==> src/core/caae_pkg.sv <==
// shared constants and types for the table entry aging engine
package caae_pkg;
   // host register selects, 32-bit mode (select bit 0 ignored)
   localparam logic [4:0]  CAAE_SEL_CONFIG   = 5'h10;        // configuration register
   localparam logic [4:0]  CAAE_SEL_INTERVAL = 5'h18;        // aging interval register
   localparam logic [4:0]  CAAE_SEL_LIFE     = 5'h19;        // entry life register
   localparam logic [4:0]  CAAE_SEL_AGECMD   = 5'h1a;        // manual age command (write only)
   // configuration field positions
   localparam int          CAAE_CFG_AUTO_BIT = 13;           // automatic aging enable
   localparam int          CAAE_CFG_PRIO_BIT = 18;           // aging beats both ports
   // widths
   localparam int          CAAE_LIFE_W       = 9;            // entry life count width
   localparam int          CAAE_IDX_W        = 8;            // entry index width in carriers
   // values after reset
   localparam logic [31:0] CAAE_CONFIG_RST   = 32'h0000_0000; // configuration
   localparam logic [31:0] CAAE_INTERVAL_RST = 32'h02fa_f080; // one second at 50 MHz
   localparam logic [8:0]  CAAE_LIFE_RST     = 9'h12c;       // 300 intervals

   // one host register access, same clock as the engine
   typedef struct packed {
      logic                  cs;     // access strobe
      logic                  write;  // 1 write, 0 read
      logic [5:0]            regSel; // host_register_select
      logic [31:0]           wrData; // write data
   } caae_host_req_t;

   // one table operation from the synchronous or processor port
   typedef struct packed {
      logic                  req;    // held until granted
      logic                  learn;  // 1 learn, 0 search with aging
      logic                  perm;   // learned entry is permanent
      logic [CAAE_IDX_W-1:0] idx;    // entry matched or added
   } caae_port_req_t;
endpackage : caae_pkg

==> src/core/caae_life_cell.sv <==
// one table entry: valid, permanent mark and remaining life
`timescale 1ns/100ps
module caae_life_cell
   import caae_pkg::*;
(
   input  wire logic                   core_clk, // system clock
   input  wire logic                   rst,      // sync reset, active high
   input  wire logic                   learn,    // add entry now
   input  wire logic                   touch,    // refresh stamp now
   input  wire logic                   permIn,   // permanent mark on learn
   input  wire logic [CAAE_LIFE_W-1:0] lifeLoad, // full programmed life
   input  wire logic                   tick,     // interval expiry
   input  wire logic                   purge,    // manual age pass
   input  wire logic [CAAE_LIFE_W-1:0] minLife,  // oldest life in table
   output logic                        valid_r,  // entry holds data
   output logic                        perm_r,   // entry is permanent
   output logic [CAAE_LIFE_W-1:0]      life_r    // remaining life, internal only
);
   logic                   valid_nxt; // next valid
   logic                   perm_nxt;  // next permanent mark
   logic [CAAE_LIFE_W-1:0] life_nxt;  // next life
   logic                   ageable;   // aging may act on it

   // next entry state; arbiter keeps load, tick and purge apart
   always_comb begin
      valid_nxt = valid_r;
      perm_nxt  = perm_r;
      life_nxt  = life_r;
      ageable   = valid_r && !perm_r;
      if (learn) begin
         valid_nxt = 1'b1;
         perm_nxt  = permIn;
         life_nxt  = lifeLoad;
      end else if (touch && valid_r) begin
         life_nxt = lifeLoad;
      end else if (tick && ageable) begin
         if (life_r <= 9'h001) begin
            valid_nxt = 1'b0;
            life_nxt  = 9'h000;
         end else begin
            life_nxt = life_r - 9'h001;
         end
      end else if (purge && ageable && life_r == minLife) begin
         valid_nxt = 1'b0;
      end
   end

   // entry flops
   always_ff @(posedge core_clk) begin
      if (rst) begin
         valid_r <= 1'b0;
         perm_r  <= 1'b0;
         life_r  <= 9'h000;
      end else begin
         valid_r <= valid_nxt;
         perm_r  <= perm_nxt;
         life_r  <= life_nxt;
      end
   end

   property p_permKeep;
      @(posedge core_clk) disable iff (rst)
      (valid_r && perm_r && !learn) |=> (valid_r && perm_r);
   endproperty
   a_permKeep: assert property (p_permKeep) else $error("permanent entry lost");

   property p_refresh;
      @(posedge core_clk) disable iff (rst)
      ((touch && valid_r) || learn) |=> (life_r == $past(lifeLoad));
   endproperty
   a_refresh: assert property (p_refresh) else $error("life not restarted");

   property p_tick;
      @(posedge core_clk) disable iff (rst)
      (tick && !learn && !touch && valid_r && !perm_r && life_r > 9'h001)
         |=> (valid_r && life_r == $past(life_r) - 9'h001);
   endproperty
   a_tick: assert property (p_tick) else $error("life not decremented");
endmodule : caae_life_cell

==> src/core/caae_aging_engine.sv <==
// table entry aging engine: registers, interval timer, arbiter, entries
// Functional notes
// - automatic purges triggered only while config bit 13 set; a pending one still runs after it clears
// - purge removes oldest stamps, never permanent entries
// - manual age works with automatic aging off
// - interval register counts clocks between purges
// - interval register resets to half a second at 100 MHz
// - config bit 18 gives aging top precedence
// - entry life register is nine bits
// - touched entry restarts at full life
// - entry life register resets to 300
// - search with aging and learn refresh stamps
// - time stamps never readable
// - configuration written only from host port
`timescale 1ns/100ps
module caae_aging_engine
   import caae_pkg::*;
#(
   parameter int                 ENTRIES      = 16,               // table depth
   parameter logic [31:0]        INTERVAL_RST = CAAE_INTERVAL_RST // interval after reset
) (
   input  wire logic                 core_clk,      // system clock, 100 MHz
   input  wire logic                 rst,           // sync reset, active high
   input  wire caae_pkg::caae_host_req_t hostReq,   // host register access
   output logic [31:0]               hostRdData_r,  // host read data
   output logic                      hostPortReady_r, // access done pulse
   input  wire caae_pkg::caae_port_req_t portReq,   // table operation request
   output logic                      portGrant_r,   // operation taken pulse
   output logic                      purgeDone_r,   // aging pass done pulse
   output logic [ENTRIES-1:0]        entryValid_r   // per-entry valid
);
   import caae_pkg::*;

   logic [31:0]            cfgReg_r;       // configuration register
   logic [31:0]            cfgReg_nxt;     // next configuration
   logic [31:0]            intervalReg_r;  // aging interval register
   logic [31:0]            intervalReg_nxt;
   logic [CAAE_LIFE_W-1:0] lifeReg_r;      // entry life register
   logic [CAAE_LIFE_W-1:0] lifeReg_nxt;
   logic [31:0]            intervalCnt_r;  // clocks left in interval
   logic [31:0]            intervalCnt_nxt;
   logic                   autoPend_r;     // automatic purge waiting
   logic                   autoPend_nxt;
   logic                   manPend_r;      // manual age waiting
   logic                   manPend_nxt;
   logic [31:0]            hostRdData_nxt;
   logic                   hostPortReady_nxt;
   logic                   portGrant_nxt;
   logic                   purgeDone_nxt;
   logic                   hostWr;         // host write this cycle
   logic [4:0]             hostSel;        // word select
   logic                   autoEn;         // automatic aging on
   logic                   expiry;         // interval ends this cycle
   logic                   agePend;        // any aging op waiting
   logic                   agingWins;      // aging owns the array now
   logic                   portTake;       // port op runs now
   logic                   doAuto;         // automatic pass runs now
   logic                   doManual;       // manual pass runs now
   logic [CAAE_LIFE_W-1:0] minLife;        // oldest life among ageable
   logic [ENTRIES-1:0]     permVec;        // permanent marks
   logic [CAAE_LIFE_W-1:0] lifeVec [ENTRIES]; // lives, internal only

   assign hostWr  = hostReq.cs && hostReq.write;
   assign hostSel = hostReq.regSel[5:1];
   assign autoEn  = cfgReg_r[CAAE_CFG_AUTO_BIT];

   // register writes; only the host port reaches these flops
   always_comb begin
      cfgReg_nxt      = cfgReg_r;
      intervalReg_nxt = intervalReg_r;
      lifeReg_nxt     = lifeReg_r;
      if (hostWr) begin
         unique case (hostSel)
            CAAE_SEL_CONFIG:   cfgReg_nxt      = hostReq.wrData;
            CAAE_SEL_INTERVAL: intervalReg_nxt = hostReq.wrData;
            CAAE_SEL_LIFE:     lifeReg_nxt     = hostReq.wrData[CAAE_LIFE_W-1:0];
            default: ;         // age command or unmapped: nothing stored
         endcase
      end
   end

   // host read path and ready pulse
   always_comb begin
      hostRdData_nxt    = 32'h0000_0000;
      hostPortReady_nxt = hostReq.cs;
      if (hostReq.cs && !hostReq.write) begin
         unique case (hostSel)
            CAAE_SEL_CONFIG:   hostRdData_nxt = cfgReg_r;
            CAAE_SEL_INTERVAL: hostRdData_nxt = intervalReg_r;
            CAAE_SEL_LIFE:     hostRdData_nxt = {23'h000000, lifeReg_r};
            default:           hostRdData_nxt = 32'h0000_0000;
         endcase
      end
   end

   // interval timer; an interval of zero behaves as one clock
   always_comb begin
      intervalCnt_nxt = intervalCnt_r;
      expiry          = 1'b0;
      if (!autoEn) begin
         intervalCnt_nxt = intervalReg_r;
      end else if (intervalCnt_r <= 32'h0000_0001) begin
         expiry          = 1'b1;
         intervalCnt_nxt = intervalReg_r;
      end else begin
         intervalCnt_nxt = intervalCnt_r - 32'h0000_0001;
      end
   end

   // oldest remaining life among non-permanent valid entries
   always_comb begin
      minLife = {CAAE_LIFE_W{1'b1}};
      for (int i = 0; i < ENTRIES; i++) begin
         if (entryValid_r[i] && !permVec[i] && lifeVec[i] < minLife) begin
            minLife = lifeVec[i];
         end
      end
   end

   // arbitration between aging and the ports
   always_comb begin
      agePend   = autoPend_r || manPend_r;
      agingWins = agePend && (cfgReg_r[CAAE_CFG_PRIO_BIT] || !portReq.req);
      portTake  = portReq.req && !agingWins && !portGrant_r;
      doAuto    = agingWins && autoPend_r;
      doManual  = agingWins && !autoPend_r && manPend_r;
   end

   // pending aging work; a new event wins over the clear
   always_comb begin
      autoPend_nxt  = expiry || (autoPend_r && !doAuto);
      manPend_nxt   = (hostWr && hostSel == CAAE_SEL_AGECMD) || (manPend_r && !doManual);
      portGrant_nxt = portTake;
      purgeDone_nxt = doAuto || doManual;
   end

   // engine flops
   always_ff @(posedge core_clk) begin
      if (rst) begin
         cfgReg_r        <= CAAE_CONFIG_RST;
         intervalReg_r   <= INTERVAL_RST;
         lifeReg_r       <= CAAE_LIFE_RST;
         intervalCnt_r   <= INTERVAL_RST;
         autoPend_r      <= 1'b0;
         manPend_r       <= 1'b0;
         hostRdData_r    <= 32'h0000_0000;
         hostPortReady_r <= 1'b0;
         portGrant_r     <= 1'b0;
         purgeDone_r     <= 1'b0;
      end else begin
         cfgReg_r        <= cfgReg_nxt;
         intervalReg_r   <= intervalReg_nxt;
         lifeReg_r       <= lifeReg_nxt;
         intervalCnt_r   <= intervalCnt_nxt;
         autoPend_r      <= autoPend_nxt;
         manPend_r       <= manPend_nxt;
         hostRdData_r    <= hostRdData_nxt;
         hostPortReady_r <= hostPortReady_nxt;
         portGrant_r     <= portGrant_nxt;
         purgeDone_r     <= purgeDone_nxt;
      end
   end

   // one cell per entry
   for (genvar g = 0; g < ENTRIES; g++) begin : gEntry
      logic hit; // port op targets this entry
      assign hit = portTake && (portReq.idx == CAAE_IDX_W'(g));
      caae_life_cell uCell (
         .core_clk (core_clk),
         .rst      (rst),
         .learn    (hit && portReq.learn),
         .touch    (hit && !portReq.learn),
         .permIn   (portReq.perm),
         .lifeLoad (lifeReg_r),
         .tick     (doAuto),
         .purge    (doManual),
         .minLife  (minLife),
         .valid_r  (entryValid_r[g]),
         .perm_r   (permVec[g]),
         .life_r   (lifeVec[g])
      );
   end

   property p_autoOff;
      @(posedge core_clk) disable iff (rst)
      (!autoEn && !autoPend_r) |=> !autoPend_r;
   endproperty
   a_autoOff: assert property (p_autoOff) else $error("purge while auto off");

   property p_manual;
      @(posedge core_clk) disable iff (rst)
      (hostWr && hostSel == CAAE_SEL_AGECMD) |=> manPend_r;
   endproperty
   a_manual: assert property (p_manual) else $error("age command lost");

   property p_interval;
      @(posedge core_clk) disable iff (rst)
      (autoEn && intervalCnt_r == 32'h0000_0001 && !hostWr) |=>
         (autoPend_r && intervalCnt_r == intervalReg_r);
   endproperty
   a_interval: assert property (p_interval) else $error("interval not reloaded");

   property p_intervalRst;
      @(posedge core_clk) $past(rst) |-> (intervalReg_r == INTERVAL_RST);
   endproperty
   a_intervalRst: assert property (p_intervalRst) else $error("bad interval reset");

   property p_prio;
      @(posedge core_clk) disable iff (rst)
      (cfgReg_r[CAAE_CFG_PRIO_BIT] && agePend) |-> !portTake ##1 purgeDone_r;
   endproperty
   a_prio: assert property (p_prio) else $error("port beat aging");

   property p_lifeRst;
      @(posedge core_clk) $past(rst) |-> (lifeReg_r == CAAE_LIFE_RST);
   endproperty
   a_lifeRst: assert property (p_lifeRst) else $error("bad life reset");

   property p_stall;
      @(posedge core_clk) disable iff (rst)
      (portReq.req && !agePend && !portGrant_r) |=> portGrant_r;
   endproperty
   a_stall: assert property (p_stall) else $error("port request lost");

   property p_aging;
      @(posedge core_clk) disable iff (rst)
      (agePend && !cfgReg_r[CAAE_CFG_PRIO_BIT] && !portReq.req) |=> purgeDone_r;
   endproperty
   a_aging: assert property (p_aging) else $error("aging pass lost");

   c_auto:   cover property (@(posedge core_clk) disable iff (rst) doAuto);
   c_manual: cover property (@(posedge core_clk) disable iff (rst) doManual && !autoEn);
   c_stall:  cover property (@(posedge core_clk) disable iff (rst) portReq.req && agingWins);
endmodule : caae_aging_engine

==> config.mk <==
export PLATFORM = sky130hd
export DESIGN_NAME = caae_aging_engine
export DESIGN_NICKNAME = d
export VERILOG_FILES = /design/src/core/caae_pkg.sv /design/src/core/caae_life_cell.sv /design/src/core/caae_aging_engine.sv
export SDC_FILE = /design/constraint.sdc
export NUM_CORES = 1
export LEC_CHECK = 0
export ABC_AREA = 1
export BUFFER_PORTS_ARGS = -buffer_cell sky130_fd_sc_hd__buf_2
export CAP_MARGIN = 0
export CORE_UTILIZATION = 55
export DETAILED_ROUTE_END_ITERATION = 8
export PLACE_DENSITY = 0.72
export SYNTH_ARGS = -nofsm -noshare
export SYNTH_HDL_FRONTEND = slang
export SYNTH_SLANG_ARGS = --single-unit
==> constraint.sdc <==
create_clock -name core_clk -period 33 [get_ports core_clk]
set_input_delay 3.3 -clock core_clk [delete_from_list [all_inputs] [get_ports core_clk]]
set_output_delay 3.3 -clock core_clk [all_outputs]
set_load 0.01 [all_outputs]
## After elaboration in Yosys (flattened, before gate mapping)

Cells that the tools add are included.

- $add $sub $neg: 17
- Magnitude comparators: 33
- Equality and inequality tests: 67
- Mux-type cells: 165
- Bitwise operators: 1
- Reduce and logical (&&, ||, !) cells: 237

Operator list:

| kind | number |
|---|---|
| two-way mux 9 bit | 80 |
| logical AND 1 bit | 155 |
| equality test 9 bit | 16 |
| less-or-equal comparator 9 x 1 -> 1 bit, second input constant | 16 |
| subtractor 9 x 1 -> 9 bit, second input constant | 16 |
| less-than comparator 9 bit | 15 |
| one-hot mux 32 bit (3 select lines) | 1 |
| nonzero test 3 bit | 32 |
| two-way mux 1 bit | 82 |
| equality test 8 x 4 -> 1 bit, second input constant | 8 |
| two-way mux 32 bit | 2 |
| != test 3 x 2 -> 1 bit, second input constant | 16 |
| AND reduction 3 bit | 16 |
| equality test 8 x 3 -> 1 bit, second input constant | 4 |
| less-or-equal comparator 32 x 1 -> 1 bit, second input constant | 1 |
| != test 2 x 1 -> 1 bit, second input constant | 16 |
| subtractor 32 x 1 -> 32 bit, second input constant | 1 |
| logical NOT 1 bit | 24 |
| equality test 5 bit, second input constant | 4 |
| equality test 8 x 2 -> 1 bit, second input constant | 2 |
| less-than comparator 9 bit, second input constant | 1 |
| equality test 8 x 1 -> 1 bit, second input constant | 1 |
| logical NOT 8 bit | 1 |
| AND reduction 2 bit | 3 |
| other kinds (3) | 7 |

- Register bits: 318
- Output and inout port bits: 51

## Longest topological paths before layout

- Word-level depth: 55
- Depth in mapped cells: 194
- Gate-level depth less buffers: 177

## Modules after synthesis

From an unflattened synthesis, not the netlist that was laid out.

- Cells, all modules: 4156
- Area, all modules: 25689.6 sq um

Modules (own cells, without submodules):

| module | times used | cells each | area each (sq um) | sequential area each (sq um) |
|---|---|---|---|---|
| caae_life_cell | 16 | 148 | 904.6 | 220.2 |
| caae_aging_engine | 1 | 1788 | 11215.8 | 2842.7 |

## Least setup slack after synthesis

Ideal clock, no wire load.

- Path kind: register -> register
- From: register gEntry[0].uCell.life_r[0]
- To: register gEntry[5].uCell.valid_r
- Setup time: 0.114 ns
- Arrival time: 21.243 ns
- Required time: 32.886 ns
- Slack: 11.642 ns
- Stages on the path, launching flop included: 157
- Buffers on the path: 16
- Clock period less this slack: 21.358 ns
- Path through: dfxtp_1 -> nand2_1 -> nor2_2 -> nand3_2 -> nand2_1 -> nor2_1 -> ha_1 -> nand2_1 -> nor2_1 -> nand2_1 -> a21oi_1 -> nand3_1 -> nor2_1 -> nor2_2 -> nand2_4 -> buf_6 -> nand2_1 -> o21ai_0 -> [121 not listed] -> inv_2 -> ha_1 -> a21oi_1 -> nor2_1 -> a2111oi_0 -> nand2_1 -> inv_2 -> clkbuf_8 -> nand3_2 -> nand2_4 -> buf_6 -> nor2_1 -> nor2_2 -> nand3_1 -> o21bai_1 -> nand2_1 -> nand2_1 -> a21oi_2

- Cells in the longest elaborated chain, start to end: 52

Ends and longest elaborated chain:

| what | line | source |
|---|---|---|
| start: declaration | caae_life_cell.sv:17 | `output logic [CAAE_LIFE_W-1:0] life_r` |
| start signal: assignment | caae_life_cell.sv:57 | `life_r <= life_nxt;` |
| less-than comparator 9 bit | caae_aging_engine.sv:114 | `if (entryValid_r[i] && !permVec[i] && lifeVec[i] < minLife) begin` |
| logical AND 1 bit | caae_aging_engine.sv:114 |  |
| two-way mux 9 bit * | caae_aging_engine.sv:114 |  |
| less-than comparator 9 bit | caae_aging_engine.sv:114 |  |
| logical AND 1 bit | caae_aging_engine.sv:114 |  |
| two-way mux 9 bit * | caae_aging_engine.sv:114 |  |
| less-than comparator 9 bit | caae_aging_engine.sv:114 |  |
| logical AND 1 bit | caae_aging_engine.sv:114 |  |
| [36 not listed] | - |  |
| two-way mux 9 bit * | caae_aging_engine.sv:114 |  |
| less-than comparator 9 bit | caae_aging_engine.sv:114 |  |
| logical AND 1 bit | caae_aging_engine.sv:114 |  |
| two-way mux 9 bit * | caae_aging_engine.sv:114 |  |
| equality test 9 bit * | caae_life_cell.sv:43 | `end else if (purge && ageable && life_r == minLife) begin` |
| logical AND 1 bit * | caae_life_cell.sv:43 |  |
| nonzero test 3 bit (no source line) * | - |  |
| AND reduction 3 bit (no source line) * | - |  |
| end signal: assignment | caae_life_cell.sv:55 | `valid_r <= valid_nxt;` |
| end: declaration | caae_life_cell.sv:15 | `output logic valid_r,` |

Every way passes the cells marked *; elsewhere a longest branch is shown, timed or not.
A chain may end at the register's enable or synchronous reset.

## Final worst setup path

- From: register gEntry[0].uCell.life_r[7]
- To: register gEntry[12].uCell.valid_r

- Cells in the longest elaborated chain, start to end: 52

Ends and longest elaborated chain:

| what | line |
|---|---|
| less-than comparator 9 bit | caae_aging_engine.sv:114 |
| logical AND 1 bit | caae_aging_engine.sv:114 |
| two-way mux 9 bit * | caae_aging_engine.sv:114 |
| less-than comparator 9 bit | caae_aging_engine.sv:114 |
| logical AND 1 bit | caae_aging_engine.sv:114 |
| two-way mux 9 bit * | caae_aging_engine.sv:114 |
| less-than comparator 9 bit | caae_aging_engine.sv:114 |
| logical AND 1 bit | caae_aging_engine.sv:114 |
| [36 not listed] | - |
| two-way mux 9 bit * | caae_aging_engine.sv:114 |
| less-than comparator 9 bit | caae_aging_engine.sv:114 |
| logical AND 1 bit | caae_aging_engine.sv:114 |
| two-way mux 9 bit * | caae_aging_engine.sv:114 |
| equality test 9 bit * | caae_life_cell.sv:43 |
| logical AND 1 bit * | caae_life_cell.sv:43 |
| nonzero test 3 bit (no source line) * | - |
| AND reduction 3 bit (no source line) * | - |
| end signal: assignment | caae_life_cell.sv:55 |
| end: declaration | caae_life_cell.sv:15 |

Marked as above.

==> out/results.tsv <==
stage	metric	value	unit
synth	synth top area cells	dfxtp_1 (25%), nand2_1 (14%), inv_1 (7.8%)	
route	drt via density	5.84	
route	WL final	92.8	mm
timing	Period minus WS final	26.83	ns
clock_tree	H-tree Lvls	2	
die	Die X-Extent	217	um
synth	synthesis-stage register bit count	318	
synth	post-synthesis cell type count	56	
clock_tree	TritonCTS clock tree	done	
worst_setup_path	Max stage delay on crit path	1.12	ns
worst_setup_path	CP Launch Type	register	
die	height of the die	217	um
final_layout	Net count, final	4159	
global_routing	met1 usage	50.5	%
timing	Slew @ Worst Pin	1.31	ns
route	post-route ant nets	0	
die	core area	0.0454	mm2
synth	EDFF count, synth	0	
synth	Mapped Nets	4151	
clock_tree	post-cts sizing count	0	
clock_tree	Max Root-Sink Buffers	3	
worst_setup_path	critical path class	reg -> reg	
timing	setup_tns	0	ns
synth	ys async rst share	0	%
synth	Syn. warnings	0	
global_routing	first-pass GRT wire length	142	mm
route	DR DRC count	0	
global_routing	met3 global-route usage	8.74	%
timing	# setup viols final	0	
clock_tree	root buffer cell	clkbuf_16	
die	io pins	104	
die	Initial Util	55.8	%
synth	Synth Area per Inst	6.38	um2
worst_setup_path	CP required	33.48	ns
timing	post-route clock period utilization	81.3	%
timing	Final Hold Viols	0	
route	Avg WL per Cell	20.2	um
placement	hpwl dp	63.6	mm
worst_setup_path	Worst Setup End Kind	register	
final_layout	Layout area overhead	5.54	%
clock_tree	hold buffers post-CTS	0	
die	DIE AREA	0.0469	mm2
synth	sequential share of the synthesized area	25.1	%
timing	skew final	0.0270	ns
final_layout	layout cells sized above 1	9.74	%
run	max-cap violation count	0	
global_routing	grt peak-use layer	met2	
die	# rows	78	
route	first-pass iteration count of the detailed router	6	
power	worst vdd ir	35.2	uV
placement	GP Congestion	0.987	
clock_tree	Post-CTS Setup Bufs	0	
worst_setup_path	worst-path fanout max	19	
route	DR vias	26900	
clock_tree	Reg clk slew, reported paths	0.06	ns
worst_setup_path	cell mode on critical path	nand2_1	
global_routing	Global Route met2 Usage	59.3	%
final_layout	Fillers	4637	
clock_tree	CTS buffer count	38	
timing	fmax	37.3	MHz
power	PwrDens	31.2	mW/mm2
worst_setup_path	critical path's slowest cell	nand2_1	
timing	Relative slew margins	12.2	%
synth	Synth Instances	3970	
clock_tree	CTS sink count	318	
timing	Fin Hold WS	0.451	ns
synth	top cell type's share of synthesized area	25.1	%
clock_tree	clk_lat worst skew	0.57	ns
synth	Mapped Area	0.0253	mm2
power	Pleak	12.4	nW
status	status	complete, no violations	
global_routing	gr ovfl total	0	
global_routing	largest net degree at the start of global routing	99	
global_routing	total track usage	38.9	%
worst_setup_path	Worst EP arrival	27.31	ns
placement	I/O Buffers	102	
synth	cell taking the most area after synthesis	dfxtp_1	
timing	Slew Viols, Final	0	
global_routing	initial antenna violation count	1	
min_path	Hold Crit Class	reg -> reg	
synth	Top FF cell, synth	dfxtp_1	
global_routing	vias in the first global route	24600	
route	Iteration-0 DRC Markers	2861	
timing	unrepaired setup endpoints after global routing	false	
[worst max-delay path, delay by kind of cell, from the launching register on]
kind / cells / cell delay, ns
flops: 1 / 0.42
compound gates: 37 / 10.34
fa+ha+maj: 15 / 4.82
simple gates: 89 / 9.61
buf+inv: 15 / 1.50
[layout make-up]
class | count | area [um2] | area share [%]
Multi-Input combinational cell | 2958 | 15700 | 58.8
Inverter | 537 | 2020 | 7.55
Tap cell | 600 | 751 | 2.81
Clock inverter | 8 | 71.3 | 0.267
Timing Repair Buffer | 125 | 686 | 2.56
Antenna cell | 2 | 5.00 | 0.0187
Clock buffer | 57 | 1110 | 4.17
Sequential cell | 318 | 6370 | 23.8
[final timing paths]
| path | to | startpoint | cells past startpoint | slack, ns |
|---|---|---|---|---|
| max | gEntry[12].uCell.valid_r | gEntry[0].uCell.life_r[7] | 156 | 6.17 |
| min | gEntry[12].uCell.perm_r | gEntry[12].uCell.perm_r | 2 | 0.45 |
| max reg2reg | gEntry[12].uCell.valid_r | gEntry[0].uCell.life_r[7] | 156 | 6.17 |
| min reg2reg | gEntry[12].uCell.perm_r | gEntry[12].uCell.perm_r | 2 | 0.45 |
[kinds of logic (layout without fill, tap and decap cells)]
kind of cell,count (synthesis),in the layout,share of synthesized area [%]
adders and majority gates,128,128,6.32
xor gates and xnor gates,96,96,3.32
DFF,318,318,25.1
buffers and inverters,694,727,12.9
other,0,2,0
AOI/OAI and AO/OA,701,701,16.5
and+or+nand+nor,2033,2033,35.8
[through the flow]
step | total power [mW] | area (um2) | setup slack (ns) | utilization, % | std cells
after floorplan | 0.415 | 25300 | 11.64 | - | 3970
after global placement | 0.428 | 25500 | 6.99 | 56.3 | 4538
after detailed placement | 0.428 | 25500 | 6.87 | 56.3 | 4538
after CTS | 0.836 | 26700 | 6.76 | 58.9 | 4603
after global routing | 0.856 | 26700 | 3.93 | 58.9 | 4603
final | 0.835 | 26700 | 6.17 | 58.9 | 4605
[layout by cell type (no fill, tap or decap), types with 54 or more instances in the layout]
cell,Yosys,layout
o21ai_0,257,257
inv_1,525,524
buf_2,0,101
ha_1,128,128
xor2_1,69,69
nand3_1,380,380
nand2_1,923,923
a21oi_1,172,172
o22ai_1,54,54
nor2_1,459,456
dfxtp_1,318,318
nand2_2,70,70
[report_power, final]
part | switching (mW) | internal [mW] | leakage [nW]
Clock | 0.174 | 0.240 | 0.582
Combinational | 0.0267 | 0.00832 | 9.30
Sequential | 0.00107 | 0.385 | 2.56
[cells in the mapped netlist, types with 28 or more instances]
cell type,instances
buf_6,28
a31oi_1,43
ha_1,128
nand3_2,32
nand3_1,380
o22ai_1,54
nand2_1,923
inv_1,525
dfxtp_1,318
o211ai_1,40
a21oi_1,172
o21ai_0,257
nand2_2,70
clkbuf_1,66
buf_4,30
nor3_1,43
o221ai_1,46
xor2_1,69
nor2_1,459
[registers in the layout, summed over array words and instances, names as in the netlist]
register	flops
gEntry.uCell.perm_r	16
hostPortReady_r	1
cfgReg_r	32
gEntry.uCell.valid_r	16
portGrant_r	1
autoPend_r	1
intervalReg_r	32
gEntry.uCell.life_r	144
purgeDone_r	1
intervalCnt_r	32
manPend_r	1
hostRdData_r	32
lifeReg_r	9
[layer usage]
metal  up-vias  wire [um]
li1      13000          -
met1     12100      37000
met2      1473      39200
met3       334      10900
met4         0       5720
met5         -          0
Note: power is estimated with default switching activity, not from simulation.
